===== src/pkg/mai_pkg.sv =====
// Constants for the multiplexed analog input word readout.
// Assumes one 250 MHz clock and an APB register port with 32-bit data.
// Notes on behaviour
// Three index bits give the active channel in binary; all clear is channel 1.
// Index bits update each controller scan and name that scan's presented channel.
// Top word bit flags a broken transmitter on the indicated channel.
// Missing field power or terminal block sets the flag and zeroes data; only field power is sensed here, there is no terminal block input.
// Samples are unsigned 12-bit counts, bottom of range 0, top FFF.
// Remote or pointerless controllers must read the word by per-scan multiplexing.
// Pointer scheme needs per-slot channel-count and storage-pointer locations per base.
// Controller samples the per-slot pointer settings only after a mode change.
// Under multiplexing the controller keeps that slot's pointer locations at zero.
// Pointer transfers convert each 12-bit count to BCD before storing.
// Under multiplexing the controller uses the index bits to sort the data.
// Conversion result sits in the low twelve bits, plain binary, bit 11 weighs 2048.
// One enabled channel per scan, unused skipped, wrap to channel 1 after last.
// Data, index and flag change together in one clock edge.
`default_nettype none
package mai_pkg;
    // Word layout.
    localparam int DATA_W        = 12;
    localparam int IDX_W         = 3;
    localparam int WORD_W        = 16;
    localparam int IDX_LSB       = 12;
    localparam int DIAG_BIT      = 15;
    localparam int CHAN_NUM      = 8;
    localparam logic [DATA_W-1:0] FULL_SCALE = 12'hFFF;
    localparam logic [DATA_W-1:0] ZERO_DATA  = 12'h000;
    localparam logic [IDX_W-1:0]  FIRST_CHAN = 3'h0;
    localparam logic [IDX_W-1:0]  IDX_ONE    = 3'h1;
    // Register map, byte offsets.
    localparam int ADDR_W = 12;
    localparam logic [ADDR_W-1:0] CTRL_OFF    = 12'h000;
    localparam logic [ADDR_W-1:0] WORD_OFF    = 12'h004;
    localparam logic [ADDR_W-1:0] INTSTAT_OFF = 12'h008;
    localparam logic [ADDR_W-1:0] INTMASK_OFF = 12'h00C;
    // Control field: index of the last enabled channel, reset to all eight.
    localparam logic [IDX_W-1:0] LAST_CHAN_RST = 3'h7;
    // Interrupt bits.
    localparam int INT_W        = 3;
    localparam int INT_UPDATE   = 0;
    localparam int INT_DIAG     = 1;
    localparam int INT_POWER    = 2;
    localparam logic [INT_W-1:0] INT_RST = 3'h0;
    localparam logic [31:0] ZERO_WORD = 32'h0000_0000;
endpackage : mai_pkg
`default_nettype wire


===== src/verilog/mai_sync.sv =====
// Two-flop synchroniser for pin-level inputs.
// Assumes inputs are levels that change slowly against mclk.
`default_nettype none
module mai_sync #(
    parameter int WIDTH = 1
) (
    // Clock and reset.
    input  wire logic             mclk,
    input  wire logic             reset_n,
    // Levels.
    input  wire logic [WIDTH-1:0] asyncIn,
    output var  logic [WIDTH-1:0] syncOut
);
    logic [WIDTH-1:0] stage1;

    // The first stage feeds only the second, so metastability stays contained.
    always_ff @(posedge mclk or negedge reset_n) begin
        if (!reset_n) begin
            stage1  <= '0;
            syncOut <= '0;
        end else begin
            stage1  <= asyncIn;
            syncOut <= stage1;
        end
    end
endmodule : mai_sync
`default_nettype wire


===== src/verilog/mai_chan_seq.sv =====
// Channel sequencer: steps through the enabled channels once per scan.
// Assumes advance is a one-cycle pulse on mclk.
`default_nettype none
module mai_chan_seq #(
    parameter int IDX_W = mai_pkg::IDX_W
) (
    // Clock and reset.
    input  wire logic             mclk,
    input  wire logic             reset_n,
    // Control.
    input  wire logic             advance,
    input  wire logic [IDX_W-1:0] lastChan,
    // Current channel.
    output var  logic [IDX_W-1:0] curChan
);
    logic [IDX_W-1:0] next_curChan;

    // Unused channels are never stepped into; a count lowered below the current channel wraps at the next advance.
    assign next_curChan = (curChan >= lastChan) ? mai_pkg::FIRST_CHAN
                                                : curChan + mai_pkg::IDX_ONE;

    always_ff @(posedge mclk or negedge reset_n) begin
        if (!reset_n) begin
            curChan <= mai_pkg::FIRST_CHAN;
        end else if (advance) begin
            curChan <= next_curChan;
        end
    end
endmodule : mai_chan_seq
`default_nettype wire


===== src/verilog/mai_readout.sv =====
// Top of the analog input word readout: sample store, word latch, APB registers.
// Assumes the converter side delivers samples on mclk and the scan strobe,
// fault pins and field power sense arrive asynchronously from pins.
`default_nettype none
module mai_readout #(
    parameter int ADDR_W = mai_pkg::ADDR_W,
    parameter int DATA_W = mai_pkg::DATA_W,
    parameter int IDX_W  = mai_pkg::IDX_W,
    parameter int CHAN_N = mai_pkg::CHAN_NUM
) (
    // Clock and reset.
    input  wire logic                     mclk,
    input  wire logic                     reset_n,
    // APB slave.
    input  wire logic                     psel,
    input  wire logic                     penable,
    input  wire logic                     pwrite,
    input  wire logic [ADDR_W-1:0]        paddr,
    input  wire logic [31:0]              pwdata,
    output var  logic [31:0]              prdata,
    output var  logic                     pready,
    output var  logic                     pslverr,
    // Converter results, same clock.
    input  wire logic                     convValid,
    input  wire logic [IDX_W-1:0]         convChannel,
    input  wire logic [DATA_W-1:0]        convData,
    // Pins from the field side and the controller.
    input  wire logic                     scanStrobe,
    input  wire logic [CHAN_N-1:0]        xmtrBroken,
    input  wire logic                     fieldPowerOk,
    // Word seen by the controller and interrupt.
    output var  logic [mai_pkg::WORD_W-1:0] moduleUpperInputWord,
    output var  logic                     irq
);
    // Synchronised pin levels.
    logic [CHAN_N:0]      pinSync;
    logic                 scanSync;
    logic                 scanSyncDly;
    logic                 powerOkDly;
    wire  [CHAN_N-1:0]    brokenSync = pinSync[CHAN_N-1:0];
    wire                  powerOkSync = pinSync[CHAN_N];

    // Sample store and sequencer.
    logic [DATA_W-1:0]    sampleMem [CHAN_N];
    logic [IDX_W-1:0]     seqChan;
    logic [IDX_W-1:0]     lastChan;

    // Interrupt state.
    logic [mai_pkg::INT_W-1:0] intStatus;
    logic [mai_pkg::INT_W-1:0] intMask;

    // Scan and power edges from the synchronised levels; declared before the sequencer uses them.
    // Only the second synchroniser stage and its delayed copy are read here.
    wire scanTick  = scanSync & ~scanSyncDly;
    wire powerLost = ~powerOkSync;
    wire powerFall = powerOkDly & ~powerOkSync;

    mai_sync #(
        .WIDTH   (CHAN_N + 1)
    ) u_pinSync (
        .mclk    (mclk),
        .reset_n (reset_n),
        .asyncIn ({fieldPowerOk, xmtrBroken}),
        .syncOut (pinSync)
    );

    mai_sync #(
        .WIDTH   (1)
    ) u_scanSync (
        .mclk    (mclk),
        .reset_n (reset_n),
        .asyncIn (scanStrobe),
        .syncOut (scanSync)
    );

    mai_chan_seq #(
        .IDX_W    (IDX_W)
    ) u_seq (
        .mclk     (mclk),
        .reset_n  (reset_n),
        .advance  (scanTick),
        .lastChan (lastChan),
        .curChan  (seqChan)
    );

    // Delayed copies for the edge detectors; they reset like their synchronisers,
    // so no false scan or power edge follows the release of reset.
    always_ff @(posedge mclk or negedge reset_n) begin
        if (!reset_n) begin
            scanSyncDly <= 1'b0;
            powerOkDly  <= 1'b0;
        end else begin
            scanSyncDly <= scanSync;
            powerOkDly  <= powerOkSync;
        end
    end

    // The converter runs freely; the newest result per channel is kept here.
    always_ff @(posedge mclk or negedge reset_n) begin
        if (!reset_n) begin
            for (int i = 0; i < CHAN_N; i++) begin
                sampleMem[i] <= mai_pkg::ZERO_DATA;
            end
        end else if (convValid) begin
            sampleMem[convChannel] <= convData;
        end
    end

    // Word content for the channel presented at this scan.
    wire [DATA_W-1:0] selData     = sampleMem[seqChan];
    wire              brokenSel   = brokenSync[seqChan];
    wire [DATA_W-1:0] presentData = powerLost ? mai_pkg::ZERO_DATA : selData;
    wire              next_diag   = brokenSel | powerLost;
    wire [mai_pkg::WORD_W-1:0] next_word = {next_diag, seqChan, presentData};

    // Data, index and flag are latched in one register so the controller
    // can never pair one channel's data with another channel's index.
    always_ff @(posedge mclk or negedge reset_n) begin
        if (!reset_n) begin
            moduleUpperInputWord <= '0;
        end else if (scanTick) begin
            moduleUpperInputWord <= next_word;
        end
    end

    // Register decode. Offsets are compared whole, so a misaligned address misses every register.
    function automatic logic addr_hit(input logic [ADDR_W-1:0] addr, input logic [ADDR_W-1:0] offset);
        return addr == offset;
    endfunction : addr_hit

    wire apbSetup  = psel & ~penable;
    wire apbAccess = psel & penable;
    wire apbDone   = apbAccess & pready;
    wire selCtrl   = addr_hit(paddr, mai_pkg::CTRL_OFF);
    wire selWord   = addr_hit(paddr, mai_pkg::WORD_OFF);
    wire selStat   = addr_hit(paddr, mai_pkg::INTSTAT_OFF);
    wire selMask   = addr_hit(paddr, mai_pkg::INTMASK_OFF);
    wire selAny    = selCtrl | selWord | selStat | selMask;
    wire wrStrobe  = apbDone & pwrite & selAny;
    wire [IDX_W-1:0] wrChan = pwdata[IDX_W-1:0];
    wire [mai_pkg::INT_W-1:0] statClr = (wrStrobe & selStat) ? pwdata[mai_pkg::INT_W-1:0]
                                                              : mai_pkg::INT_RST;

    // Read mux; unmapped addresses read zero and raise pslverr.
    wire [31:0] rdMux =
        selCtrl ? {{(32-IDX_W){1'b0}}, lastChan} :
        selWord ? {{(32-mai_pkg::WORD_W){1'b0}}, moduleUpperInputWord} :
        selStat ? {{(32-mai_pkg::INT_W){1'b0}}, intStatus} :
        selMask ? {{(32-mai_pkg::INT_W){1'b0}}, intMask} :
                  mai_pkg::ZERO_WORD;

    // One wait state: pready rises in the second access cycle with registered data,
    // which keeps every bus output straight from a flop.
    always_ff @(posedge mclk or negedge reset_n) begin
        if (!reset_n) begin
            pready  <= 1'b0;
            prdata  <= mai_pkg::ZERO_WORD;
            pslverr <= 1'b0;
        end else begin
            pready  <= apbAccess & ~pready;
            prdata  <= (apbAccess & ~pready & ~pwrite) ? rdMux : mai_pkg::ZERO_WORD;
            pslverr <= apbAccess & ~pready & ~selAny;
        end
    end

    // Control and mask writes.
    always_ff @(posedge mclk or negedge reset_n) begin
        if (!reset_n) begin
            lastChan <= mai_pkg::LAST_CHAN_RST;
            intMask  <= mai_pkg::INT_RST;
        end else if (wrStrobe) begin
            if (selCtrl) begin
                lastChan <= wrChan;
            end
            if (selMask) begin
                intMask <= pwdata[mai_pkg::INT_W-1:0];
            end
        end
    end

    // Sticky events; a set in the same cycle as a write-one clear wins.
    wire [mai_pkg::INT_W-1:0] intSet = {powerFall,
                                        scanTick & next_diag & ~moduleUpperInputWord[mai_pkg::DIAG_BIT],
                                        scanTick};
    wire [mai_pkg::INT_W-1:0] next_intStatus = (intStatus & ~statClr) | intSet;

    always_ff @(posedge mclk or negedge reset_n) begin
        if (!reset_n) begin
            intStatus <= mai_pkg::INT_RST;
            irq       <= 1'b0;
        end else begin
            intStatus <= next_intStatus;
            irq       <= |(next_intStatus & intMask);
        end
    end
endmodule : mai_readout
`default_nettype wire


===== config.mk =====
export PLATFORM = sky130hd
export DESIGN_NAME = mai_readout
export DESIGN_NICKNAME = d
export VERILOG_FILES = /design/src/pkg/mai_pkg.sv /design/src/verilog/mai_sync.sv /design/src/verilog/mai_chan_seq.sv /design/src/verilog/mai_readout.sv
export SDC_FILE = /design/constraint.sdc
export NUM_CORES = 1
export LEC_CHECK = 0
export BUFFER_PORTS_ARGS = -buffer_cell sky130_fd_sc_hd__buf_2
export CORE_MARGIN = 4
export CORE_UTILIZATION = 35
export DETAILED_ROUTE_END_ITERATION = 7
export PLACE_DENSITY_LB_ADDON = 0.12
export SYNTH_ARGS = -nofsm -noshare
export SYNTH_HDL_FRONTEND = slang
export SYNTH_SLANG_ARGS = --single-unit

===== constraint.sdc =====
create_clock -name mclk -period 4.9 [get_ports mclk]
set_input_delay 0 -clock mclk [delete_from_list [all_inputs] [get_ports mclk]]
set_output_delay 0 -clock mclk [all_outputs]
set_load 0.01 [all_outputs]

## Word level (Yosys, flattened, before mapping)

Cells that the tools add are included.

| word-level totals | value |
|---|---|
| output and inout bits | 51 |
| bits in registers | 165 |

| operators by class | value |
|---|---|
| bitwise operators | 28 |
| multiplexer cells | 16 |
| equality and inequality tests | 3 |
| $lt $le $gt $ge | 5 |
| reductions and logical operators | 5 |
| add/subtract/negate cells | 1 |

Operators by type and width:

| operator | count |
|---|---|
| bitwise mux 96 bit | 1 |
| two-way mux 12 bit | 4 |
| two-way mux 16 bit | 3 |
| binary-select mux 12 bit (select 3 bit) | 1 |
| demux 12 bit (select 3 bit) | 1 |
| equality test 12 x 4 -> 1 bit, second input constant | 2 |
| bitwise AND 1 bit | 12 |
| equality test 12 x 3 -> 1 bit, second input constant | 1 |
| zero test 12 bit | 1 |
| two-way mux 3 bit | 4 |
| >= comparator 4 bit, second input constant | 2 |
| NOT 3 -> 4 bit | 2 |
| bitwise AND 3 bit | 2 |
| NOT 1 bit | 6 |
| < comparator 3 x 4 -> 1 bit, second input constant | 1 |
| < comparator 4 x 1 -> 1 bit, second input constant | 1 |
| bitwise OR 1 bit | 4 |
| AND reduction 2 bit | 2 |
| adder 3 x 1 -> 3 bit, second input constant | 1 |
| binary-select mux 1 bit (select 3 bit) | 1 |
| >= comparator 3 bit | 1 |
| NOT 3 bit | 1 |
| bitwise OR 3 bit | 1 |
| OR reduction 3 bit | 1 |
| 2 further kinds | 2 |

## Longest topological paths before layout

Gate-level depths: netlist of run 1.

| depth | value |
|---|---|
| depth in word-level cells | 12 |
| gate-level depth with buffers | 9 |
| gate-level depth less buffers | 7 |

## Hierarchy

From an unflattened synthesis of run 1, not the netlist that was laid out.

| second synthesis, totals | value |
|---|---|
| cell total of the unflattened synthesis | 455 |
| area total of the unflattened synthesis | 6932.9 um^2 |

By module, submodules not included:

| module | cells each | seq. area each (um^2) | area an instance (um^2) | instances |
|---|---|---|---|---|
| mai_readout | 412 | 3557.2 | 6222.2 | 1 |
| mai_sync (u_pinSync) | 18 | 450.4 | 450.4 | 1 |
| mai_chan_seq | 23 | 75.1 | 210.2 | 1 |
| mai_sync (u_scanSync) | 2 | 50.0 | 50.0 | 1 |

## Worst setup path after synthesis of run 1

OpenSTA, ideal clock, no wires.

| timing | value |
|---|---|
| kind | register -> register |
| start point | reg u_seq.curChan[0] |
| end point | reg u_seq.curChan[2] |
| setup slack | 2.805 ns |
| buffers on the path | 2 |
| stages on the path, launching flop included | 10 |
| arrival | 2.029 ns |
| library setup time | 0.065 ns |
| cells stage by stage | dfrtp_1 -> buf_6 -> buf_2 -> inv_1 -> ha_1 -> nand2b_1 -> a21o_1 -> a211o_1 -> nor3b_1 -> a21o_1 |

| on the way | value |
|---|---|
| cells in the longest elaborated chain, start to end | 2 |
| elaborated cells on any way between the ends | 3 |

Ends and longest elaborated chain:

| item | RTL line | text |
|---|---|---|
| start, declared | mai_chan_seq.sv:14 | `output var logic [IDX_W-1:0] curChan` |
| start signal, assigned | mai_chan_seq.sv:24 | `curChan <= mai_pkg::FIRST_CHAN;` |
| start signal, assigned | mai_chan_seq.sv:26 | `curChan <= next_curChan;` |
| adder 3 x 1 -> 3 bit or >= comparator 3 bit (tied branches) | mai_chan_seq.sv:20, mai_chan_seq.sv:19 |  |
| two-way mux 3 bit * | mai_chan_seq.sv:19 | `assign next_curChan = (curChan >= lastChan) ? mai_pkg::FIRST_CHAN` |

Mark *: on every way between the ends. The rest lies on a longest branch, timed or not.
A chain may end at the register's enable or synchronous reset.

## Worst setup path in the final report of run 1

| timing | value |
|---|---|
| start point | in paddr[10] |
| end point | reg intMask[2] (netlist bit) |

| on the way | value |
|---|---|
| cells in the longest elaborated chain, start to end | 6 |
| elaborated cells on any way between the ends | 9 |

Ends and longest elaborated chain:

| item | RTL line | text |
|---|---|---|
| start, declared | mai_readout.sv:18 | `input wire logic [ADDR_W-1:0] paddr,` |
| equality test 12 x 3 -> 1 bit or zero test 12 bit (tied branches) | mai_readout.sv:128 | `return addr == offset;` |
| bitwise OR 1 bit (3 in a row) | mai_readout.sv:138 | `wire selAny = selCtrl \| selWord \| selStat \| selMask;` |
| bitwise AND 1 bit | mai_readout.sv:139 | `wire wrStrobe = apbDone & pwrite & selAny;` |
| AND reduction 2 bit (no source line) * | n/a |  |
| end signal, assigned | mai_readout.sv:170 | `intMask <= mai_pkg::INT_RST;` |
| end signal, assigned | mai_readout.sv:176 | `intMask <= pwdata[mai_pkg::INT_W-1:0];` |
| end, declared | mai_readout.sv:50 | `logic [mai_pkg::INT_W-1:0] intMask;` |

Marks and branches as above.

==> impl_metrics.yaml, run 1 <==
setup_path:
  crit_family: "buffers and inverters"
  crit_path_frequent_cell: "dlygate4sd3_1"
  cp_max_fo: 4
  slowest_stage: "dlygate4sd3_1"
  crit_cells: 9
  critPathRequiredTime_ns: 5.21
  end_kind: "flip-flop"
  worst-path-buf-inv: 4
  reg2reg_depth: 5
  crit_arrival_ns: 3.02
  startpoint_type: "input pin"
  path_cells: "dlygate4sd3_1 > buf_2 > nor4_1 > dlygate4sd3_1 > nand2_1 > dlygate4sd3_1 > nor3_1 > nand4_1 > mux2_2"
  path_class: "in2reg"
  crit_path_max_incr_delay_ns: 0.61
pwr:
  power_density_nw_per_um2: 403.0
  ir_drop_mv: 0.2021
  p_switching_uw: 781.7
  seq_power_share_pct: 48.4
  p_clk_share_pct: 39.5
  swShare_pct: 22.75
  power.leakage_uw: 0.003783
  power_frac_comb_pct: 12.1
  internal-power_uw: 2655
timing:
  timing.fmax_mhz: 368.0
  tightest_slew_ns: 1.099
  post-route-period-util_pct: 55.45
  post-route-min-period_ns: 2.717
  maxSlewHeadroom_pct: 26.75
  finalHoldViolCount: 0
  fin_setup_tns_ns: 0
  grt_setup_unrepaired: "no"
  setup_viol: 0
  slew_viol_final: 0
  finalClockSkew_ns: 0.008280
final_layout:
  seq_area_sq_um: 4135
  stdcell_count: 852
  multi_input_area_sq_um: 2635
  finish.utilization_pct: 43.82
  area_growth_pct: 23.08
  antenna_cells: 0
  num-fill-cells: 1772
  nNetsFinal: 654
  drive_above_1_share_pct: 42.59
hold_path:
  hold_path_depth: 3
  worstHoldPathType: "in2reg"
floorplanning:
  chipWidth_um: 148.7
  die-area_sq_um: 22110
  start_util_pct: 35.60
  die_h_um: 148.7
  core_sq_um: 19460
  ios: 126
  core.rowCount: 51
detailed_routing:
  drc: 0
  vias_per_cell: 4.766
  wl_per_cell_um: 17.26
  ant_nets: 0
  first_pass_iters: 4
  detailroute.via_count: 4061
  wl_um: 14700
  drtIter0Drc: 183
placed_design:
  dp_hpwl_um: 9387
  gp_congestion: 0.7448
  numPortBuffers: 80
  placed_cells_incl_taps: 786
logic_synthesis:
  ys_warn_count: 0
  ys.flop_type: "dfrtp_1"
  synth_commonest_cells: "162 x dfrtp_1, 102 x mux2_2, 28 x nand2_1, 22 x mux4_2, 17 x mux2i_1"
  synth.distinct_cells: 40
  ys_seq_area_share_pct: 59.64
  ys_ff_latch: 165
  yosysTopAreaCell: "dfrtp_1"
  syn_avg_cell_area_sq_um: 15.13
  synth.most_common_cell: "dfrtp_1"
  synth_edf_count: 0
  synth.area.top_cells: "dfrtp_1 59%, mux2_2 17%, mux4_2 7.2%"
  synth.top_cell.area_share_pct: 58.50
  mappedNetlistArea_sq_um: 6929
  synthCells: 458
  async_reset_ff_share_pct: 100.0
clock_network:
  insertion_delay_ns: 0.43
  root_buffer: "clkbuf_16"
  cts_buffers: 17
  clk_pin_slew_ns: 0.06
  cts_sinks: 165
  tritoncts: "built"
  cts_buffer_depth: 2
  cts_max_level: 4
status:
  status: "finished, final reports clean"
global_route:
  antenna_found_initial: 0
  grt.total_usage_pct: 14.37
  grt_pass1_vias: 4479
  grt_start_max_net_pins: 123
  grt_pass1_wl_um: 24390
  grt.overflow.total: 0
job:
  maxCapViolations: 0
[cells by family after synthesis]
kind of cell	share of synthesized area (%)
AO/OA/AOI/OAI	2.546
adder cells (fa/ha/maj)	0.7223
buffers and inverters	3.431
flip-flops	59.64
multiplexers	28.08
other	0.05412
AND/OR/NAND/NOR	5.526
[sequential cells by signal, indices dropped and copies added, names as in the netlist]
signal and flops:
pready 1, pslverr 1, powerOkDly 1, irq 1, u_scanSync.syncOut 1, u_pinSync.stage1 9
u_seq.curChan 3, u_scanSync.stage1 1, prdata 16, u_pinSync.syncOut 9, intMask 3, lastChan 3
intStatus 3, scanSyncDly 1, moduleUpperInputWord 16, sampleMem 96
[metrics by stage]
| stage | total power [uW] | instance area, sq um | hold WS (ns) | setup WS, ns |
|---|---|---|---|---|
| floorplan | 1940 | 6985 | -0.2956 | 2.805 |
| global placement | 2064 | 7576 | 0.1076 | 2.551 |
| detailed placement | 2093 | 7576 | 0.1094 | 2.565 |
| CTS | 3492 | 8528 | 0.03053 | 2.201 |
| global route | 3616 | 8528 | 0.06524 | 1.919 |
| finish | 3436 | 8528 | 0.05198 | 2.183 |
[power by group through the flow]
stage / clock network [uW] / logic (uW) / registers, uW
after floorplan: 0 / 278 / 1660
after global placement: 0 / 389 / 1670
after detailed placement: 0 / 404 / 1690
after CTS: 1400 / 426 / 1660
after global routing: 1460 / 468 / 1690
final: 1360 / 417 / 1660
[layout by cell type (no fill, tap or decap), types with 4 or more instances in the layout]
cell	netlist	routed
o21ai_0	16	16
mux4_1	5	5
buf_4	16	6
mux2_2	102	102
dfrtp_1	162	160
conb_1	1	16
clkbuf_16	0	17
and2_1	13	13
dlygate4sd3_1	0	35
ha_1	4	4
mux4_2	22	22
inv_1	6	6
mux2i_1	17	17
buf_2	4	79
nand2_1	28	28
[path summary, 6_finish.rpt]
| check | from | endpoint | slack, ns |
|---|---|---|---|
| setup / recovery | paddr[10] | intMask[2] | 2.18 |
| hold / removal | paddr[2] | prdata[1] | 0.05 |
| setup reg to reg | u_seq.curChan[1] | irq | 2.59 |
| hold reg to reg | u_pinSync.stage1[1] | u_pinSync.syncOut[1] | 0.35 |
| max in group asynchronous | reset_n | u_seq.curChan[1] | 3.33 |
| min in group asynchronous | reset_n | moduleUpperInputWord[4] | 0.33 |
[routing by layer]
metal / wire length [um] / share of wire (%) / up-vias / global-route usage, %
li1: - / - / 1869 / -
met1: 6944 / 47 / 2077 / 19.39
met2: 6830 / 46 / 98 / 22.51
met3: 691 / 4.7 / 17 / 3.687
met4: 238 / 1.6 / 0 / 5.312
met5: 0 / 0 / - / 0
[worst reg2reg max path, stage by stage, from the launching register on]
cell and delay, ns:
dfrtp_2 0.88, mux4_2 0.43, mux2i_1 0.19, a211oi_1 0.12, a21o_1 0.21, a221o_1 0.35
[final cells by class]
class	count	share of cell area, %
sequential	165	48.49
multi-input combinational	264	30.90
timing repair buffer	121	9.404
clock buffer	23	5.604
tap	265	3.888
clock inverter	8	1.452
inverter	6	0.2641
[what timing repair did]
action                                 CTS  global route
hold buffers                            35             0
resized for setup                        0             0
setup buffers                            0             0
endpoints found under the hold margin  237             0
Power figures use the tool's default switching activity.
==> run 2: changes to the inputs <==
Clock period 4.9 ns to 2.2 ns, I/O delays scaled along.
==> run 2 against run 1 <==
Against the previous run:
- clock skew down 0.0016 ns
- register-to-register slack worse by 2.3 ns
- core utilization up 0.90 points
- hold slack worse by 0.044 ns
- sequential share of layout area down 0.99 points
- critical path type is now reg2reg
- die area unchanged
==> impl_metrics.yaml, run 2 (synthesis gave the netlist of run 1 again) <==
detailed_routing:
  drtIter0Drc: 231
  wl_per_cell_um: 17.45
  wl_um: 15080
  ant_nets: 0
  detailroute.via_count: 4092
  vias_per_cell: 4.736
  drc: 0
  first_pass_iters: 4
global_route:
  grt_pass1_wl_um: 24520
  grt.total_usage_pct: 14.46
  grt_pass1_vias: 4370
  grt_start_max_net_pins: 53
  grt.overflow.total: 0
  antenna_found_initial: 1
placed_design:
  gp_congestion: 0.7209
  placement.cell_area_sq_um: 7705
  numPortBuffers: 80
  dp_hpwl_um: 9863
  place_ws_ns: 0.2545
pwr:
  ir_drop_mv: 0.4923
  power_density_nw_per_um2: 930.4
  finalPower_uw: 8098
  power.leakage_uw: 0.003882
setup_path:
  crit_family: "multiplexers"
  path_class: "reg2reg"
  end_kind: "flip-flop"
  r2r-start: "u_seq.curChan[0]"
  path_cells: "mux4_1 > mux2i_1 > a211oi_1 > a21o_1 > a221o_1"
  startpoint_type: "flip-flop"
  crit_arrival_ns: 2.24
  slowest_stage: "mux4_1"
  r2r-end: "irq"
  critPathRequiredTime_ns: 2.51
  crit_path_max_incr_delay_ns: 0.55
  reg2reg_depth: 5
  ff2ff_setup_slack_ns: 0.27
  cp_max_fo: 4
  worst-path-buf-inv: 0
floorplanning:
  die_h_um: 148.7
  chipWidth_um: 148.7
  ios: 126
  die-area_sq_um: 22110
  core_sq_um: 19460
  start_util_pct: 35.60
  core.rowCount: 51
clock_network:
  cts_max_level: 4
  cts_buffers: 17
  insertion_delay_ns: 0.42
  cts_buffer_depth: 2
  tritoncts: "built"
  post_cts_buffers: 0
  cts_sinks: 165
  clk_pin_slew_ns: 0.06
  root_buffer: "clkbuf_16"
timing:
  slew_viol_final: 0
  finalHoldViolCount: 0
  finalClockSkew_ns: 0.006719
  fin_ws_ns: 0.2715
  timing.fmax_mhz: 518.5
  grt_setup_unrepaired: "no"
  fin_setup_tns_ns: 0
  post-route-min-period_ns: 1.929
  post-route-period-util_pct: 87.66
  setup_viol: 0
final_layout:
  final_cell_mix: "161 x dfrtp_1, 102 x mux2_2, 79 x buf_2"
  final_area_sq_um: 8703
  finish.utilization_pct: 44.72
  nNetsFinal: 664
  drive_above_1_share_pct: 44.31
  final_common_cell: "dfrtp_1"
  top_register: "sampleMem"
  largestRegisters: "sampleMem x96, moduleUpperInputWord x16, prdata x16"
  largest_register_ffs: 96
  num-fill-cells: 1750
  area_growth_pct: 25.60
hold_path:
  hold_path_depth: 4
  worstHoldPathType: "in2reg"
  hold_end: "pslverr"
  hold_path_startpoint: "paddr[1]"
status:
  status: "finished, final reports clean"
job:
  maxCapViolations: 0
run 2: cell count changes in the layout (fill, tap and decap cells not counted), sizes merged:
cell | before | now
bufinv | 3 | 7
clkbuf | 23 | 19
inv | 6 | 7
dlygate4sd3 | 35 | 31
diode | 0 | 1
buf | 86 | 100
run 2: worst max path at each step:
stage                                 from          endpoint  cells past startpoint
after floorplan           u_seq.curChan[0]  u_seq.curChan[2]                      9
after detailed placement  u_seq.curChan[0]               irq                      5
final                     u_seq.curChan[0]               irq                      5
after global placement    u_seq.curChan[0]               irq                      5
after global routing               penable         prdata[7]                      8
after CTS                 u_seq.curChan[0]               irq                      5
run 2: power breakdown:
| part | total [uW] | internal, uW | switching [uW] | leakage [uW] |
|---|---|---|---|---|
| Sequential | 3700 | 3490 | 215 | 0.00202 |
| Clock | 3460 | 2240 | 1210 | 0.000328 |
| Combinational | 939 | 566 | 373 | 0.00153 |
run 2: cell type report:
cell class / instances / area, sq um / area share, %
tap: 265 / 331.6 / 3.810
inverter: 6 / 22.52 / 0.2588
timing repair buffer: 131 / 892.1 / 10.25
clock buffer: 19 / 432.9 / 4.974
clock inverter: 13 / 252.7 / 2.904
antenna: 1 / 2.502 / 0.02875
sequential: 165 / 4134 / 47.50
multi-input combinational: 264 / 2635 / 30.28
run 2: repair_timing:
action                                 CTS  global route
hold buffers                            31             0
resized for setup                        0             0
endpoints found under the hold margin  250             0
setup endpoints to repair                0             0
run 2: stage by stage:
stage	hold WS, ns	std cells
floorplan	-0.2956	473
global placement	-0.04179	800
detailed placement	-0.03457	800
CTS	0.006013	863
global route	0.05460	864
finish	0.008120	864
run 2: worst register-to-register path, stage by stage, from the launching register on:
cell and delay (ns):
dfrtp_2 0.43, mux4_1 0.56, mux2i_1 0.20, a211oi_1 0.13, a21o_1 0.18, a221o_1 0.34
run 2: routing by layer:
metal	vias to the layer above	track usage [%]	wire (um)
met2	97	22.64	7093
met4	0	3.880	170
met5	-	0	0
met1	2101	19.83	7057
li1	1881	-	-
met3	13	4.235	760
==> run 3: changes to the inputs <==
Settings changed: CORE_ASPECT_RATIO set to 0.9, HOLD_SLACK_MARGIN set to 0.15.
==> run 3 against run 2 <==
Against the previous run:
- first-iteration DRC count down 40%
- maximum frequency is 7.3% lower
- largest power group unchanged
- critical endpoint is now intMask[0]
- core utilization grew 0.72 points
- clock-buffer cell count is 5 higher
- hold slack gained 0.21 ns
- sequential share of layout area down 0.47 points
- final area is 0.96% higher
- die area barely moved
- routed wire length increased by 2.1%
- flip-flop and latch count unchanged
- critical path depth up 4
- total power shrank 3.7%
==> impl_metrics.yaml, run 3 (synthesis gave the netlist of run 1 again) <==
clock_network:
  cts_buffers: 17
  insertion_delay_ns: 0.42
  tritoncts: "built"
  cts_max_level: 4
  cts_sinks: 165
  cts_buffer_depth: 2
  root_buffer: "clkbuf_16"
  clk_pin_slew_ns: 0.06
timing:
  slew_viol_final: 0
  post-route-period-util_pct: 94.57
  grt_setup_unrepaired: "no"
  timing.fmax_mhz: 480.7
  tightest_slew_ns: 0.5540
  finalHoldViolCount: 0
  finalClockSkew_ns: 0.007611
  fin_setup_tns_ns: 0
  maxSlewHeadroom_pct: 63.07
  setup_viol: 0
  post-route-min-period_ns: 2.081
  hold_slack_ns: 0.2191
floorplanning:
  core_sq_um: 19340
  die-area_sq_um: 22120
  start_util_pct: 35.83
  chipWidth_um: 156.3
  core.rowCount: 48
  die_h_um: 141.5
  ios: 126
pwr:
  internal-power_uw: 6010
  power_frac_comb_pct: 12.5
  swShare_pct: 22.93
  power_density_nw_per_um2: 887.5
  p_clk_share_pct: 40.0
  ir_drop_mv: 0.4149
  power.leakage_uw: 0.003960
  seq_power_share_pct: 47.5
  p_switching_uw: 1788
global_route:
  use_met2_pct: 22.29
  grt.overflow.total: 0
  grtUsageMet1_pct: 20.81
  use_met3_pct: 4.117
  grt_start_max_net_pins: 101
  grt_pass1_wl_um: 24750
  grt_pass1_vias: 4467
  grt.total_usage_pct: 14.69
  antenna_found_initial: 0
  gr-max-usage-layer: "met2"
placed_design:
  placement.cell_area_sq_um: 7682
  dp_hpwl_um: 9750
  numPortBuffers: 80
  placed_cells_incl_taps: 786
  gp_congestion: 0.7461
final_layout:
  final_common_cell: "dfrtp_1"
  final_area_sq_um: 8787
  largestRegisters: "sampleMem x96, moduleUpperInputWord x16, prdata x16"
  drive_above_1_share_pct: 44.28
  antenna_cells: 0
  largest_register_ffs: 96
  area_growth_pct: 26.81
  nNetsFinal: 678
  stdcell_count: 862
  final_cell_mix: "162 x dfrtp_1, 102 x mux2_2, 79 x buf_2"
  top_register: "sampleMem"
  finish.utilization_pct: 45.44
job:
  maxCapViolations: 0
setup_path:
  critPathRequiredTime_ns: 2.50
  path_class: "in2reg"
  startpoint_type: "input pin"
  end_kind: "flip-flop"
  reg2reg_depth: 5
  crit_arrival_ns: 2.38
  cp_max_fo: 3
detailed_routing:
  wl_um: 15390
  ant_nets: 0
  drc: 0
  drtIter0Drc: 139
  vias_per_cell: 4.887
  first_pass_iters: 4
  detailroute.via_count: 4213
  wl_per_cell_um: 17.86
hold_path:
  hold_path_depth: 2
  worstHoldPathType: "in2reg"
status:
  status: "finished, final reports clean"
run 3: worst paths after layout:
path                                      from                   end  slack [ns]
max                                   paddr[5]            intMask[0]        0.12
min                              xmtrBroken[2]   u_pinSync.stage1[2]        0.22
max reg2reg                   u_seq.curChan[0]                   irq        0.24
min reg2reg                u_pinSync.stage1[7]  u_pinSync.syncOut[7]        0.35
max in group asynchronous              reset_n         sampleMem[40]        0.97
min in group asynchronous              reset_n         sampleMem[18]        0.68
run 3: power by group through the flow:
stage                     sequential (uW)  clock [uW]  combinational (uW)
final                                3710        3120                 974
after global routing                 3760        3320                1070
after CTS                            3710        3180                 986
after detailed placement             3760           0                 928
after global placement               3730           0                 894
after floorplan                      3700           0                 618
run 3: worst max-delay path, stage by stage:
cell,delay (ns)
dlygate4sd3_1,0.54
buf_2,0.13
nor4_2,0.28
nand2_1,0.13
nor3_2,0.12
buf_4,0.13
nand4_1,0.18
mux2_2,0.32
dlygate4sd3_1,0.57
run 3: cell type report:
| type | instances | area [sq um] |
|---|---|---|
| tap | 250 | 312.8 |
| timing repair buffer | 145 | 1040 |
| sequential | 165 | 4133 |
| inverter | 6 | 22.52 |
| clock buffer | 24 | 501.7 |
| multi-input combinational | 264 | 2658 |
| fill | 1763 | 10550 |
| clock inverter | 8 | 120.1 |
run 3: routing by layer:
metal,part of all wire [%],routed length (um)
met3,4.7,724
met4,1.2,191
met5,0,0
met1,48,7445
met2,46,7032
run 3: repair_timing:
| item | CTS | global route |
|---|---|---|
| gates resized for setup | 0 | 7 |
| hold buffers | 44 | 0 |
| setup buffers | 0 | 1 |
| endpoints found under the setup margin | 0 | 4 |
| hold endpoints to repair | 283 | 0 |
run 3: through the flow:
step | setup WS (ns) | total power (uW)
CTS | 0.06085 | 7878
global route | 0.02467 | 8152
finish | 0.1195 | 7798
floorplan | 0.1055 | 4320
detailed placement | 0.2121 | 4689
global placement | 0.2530 | 4626
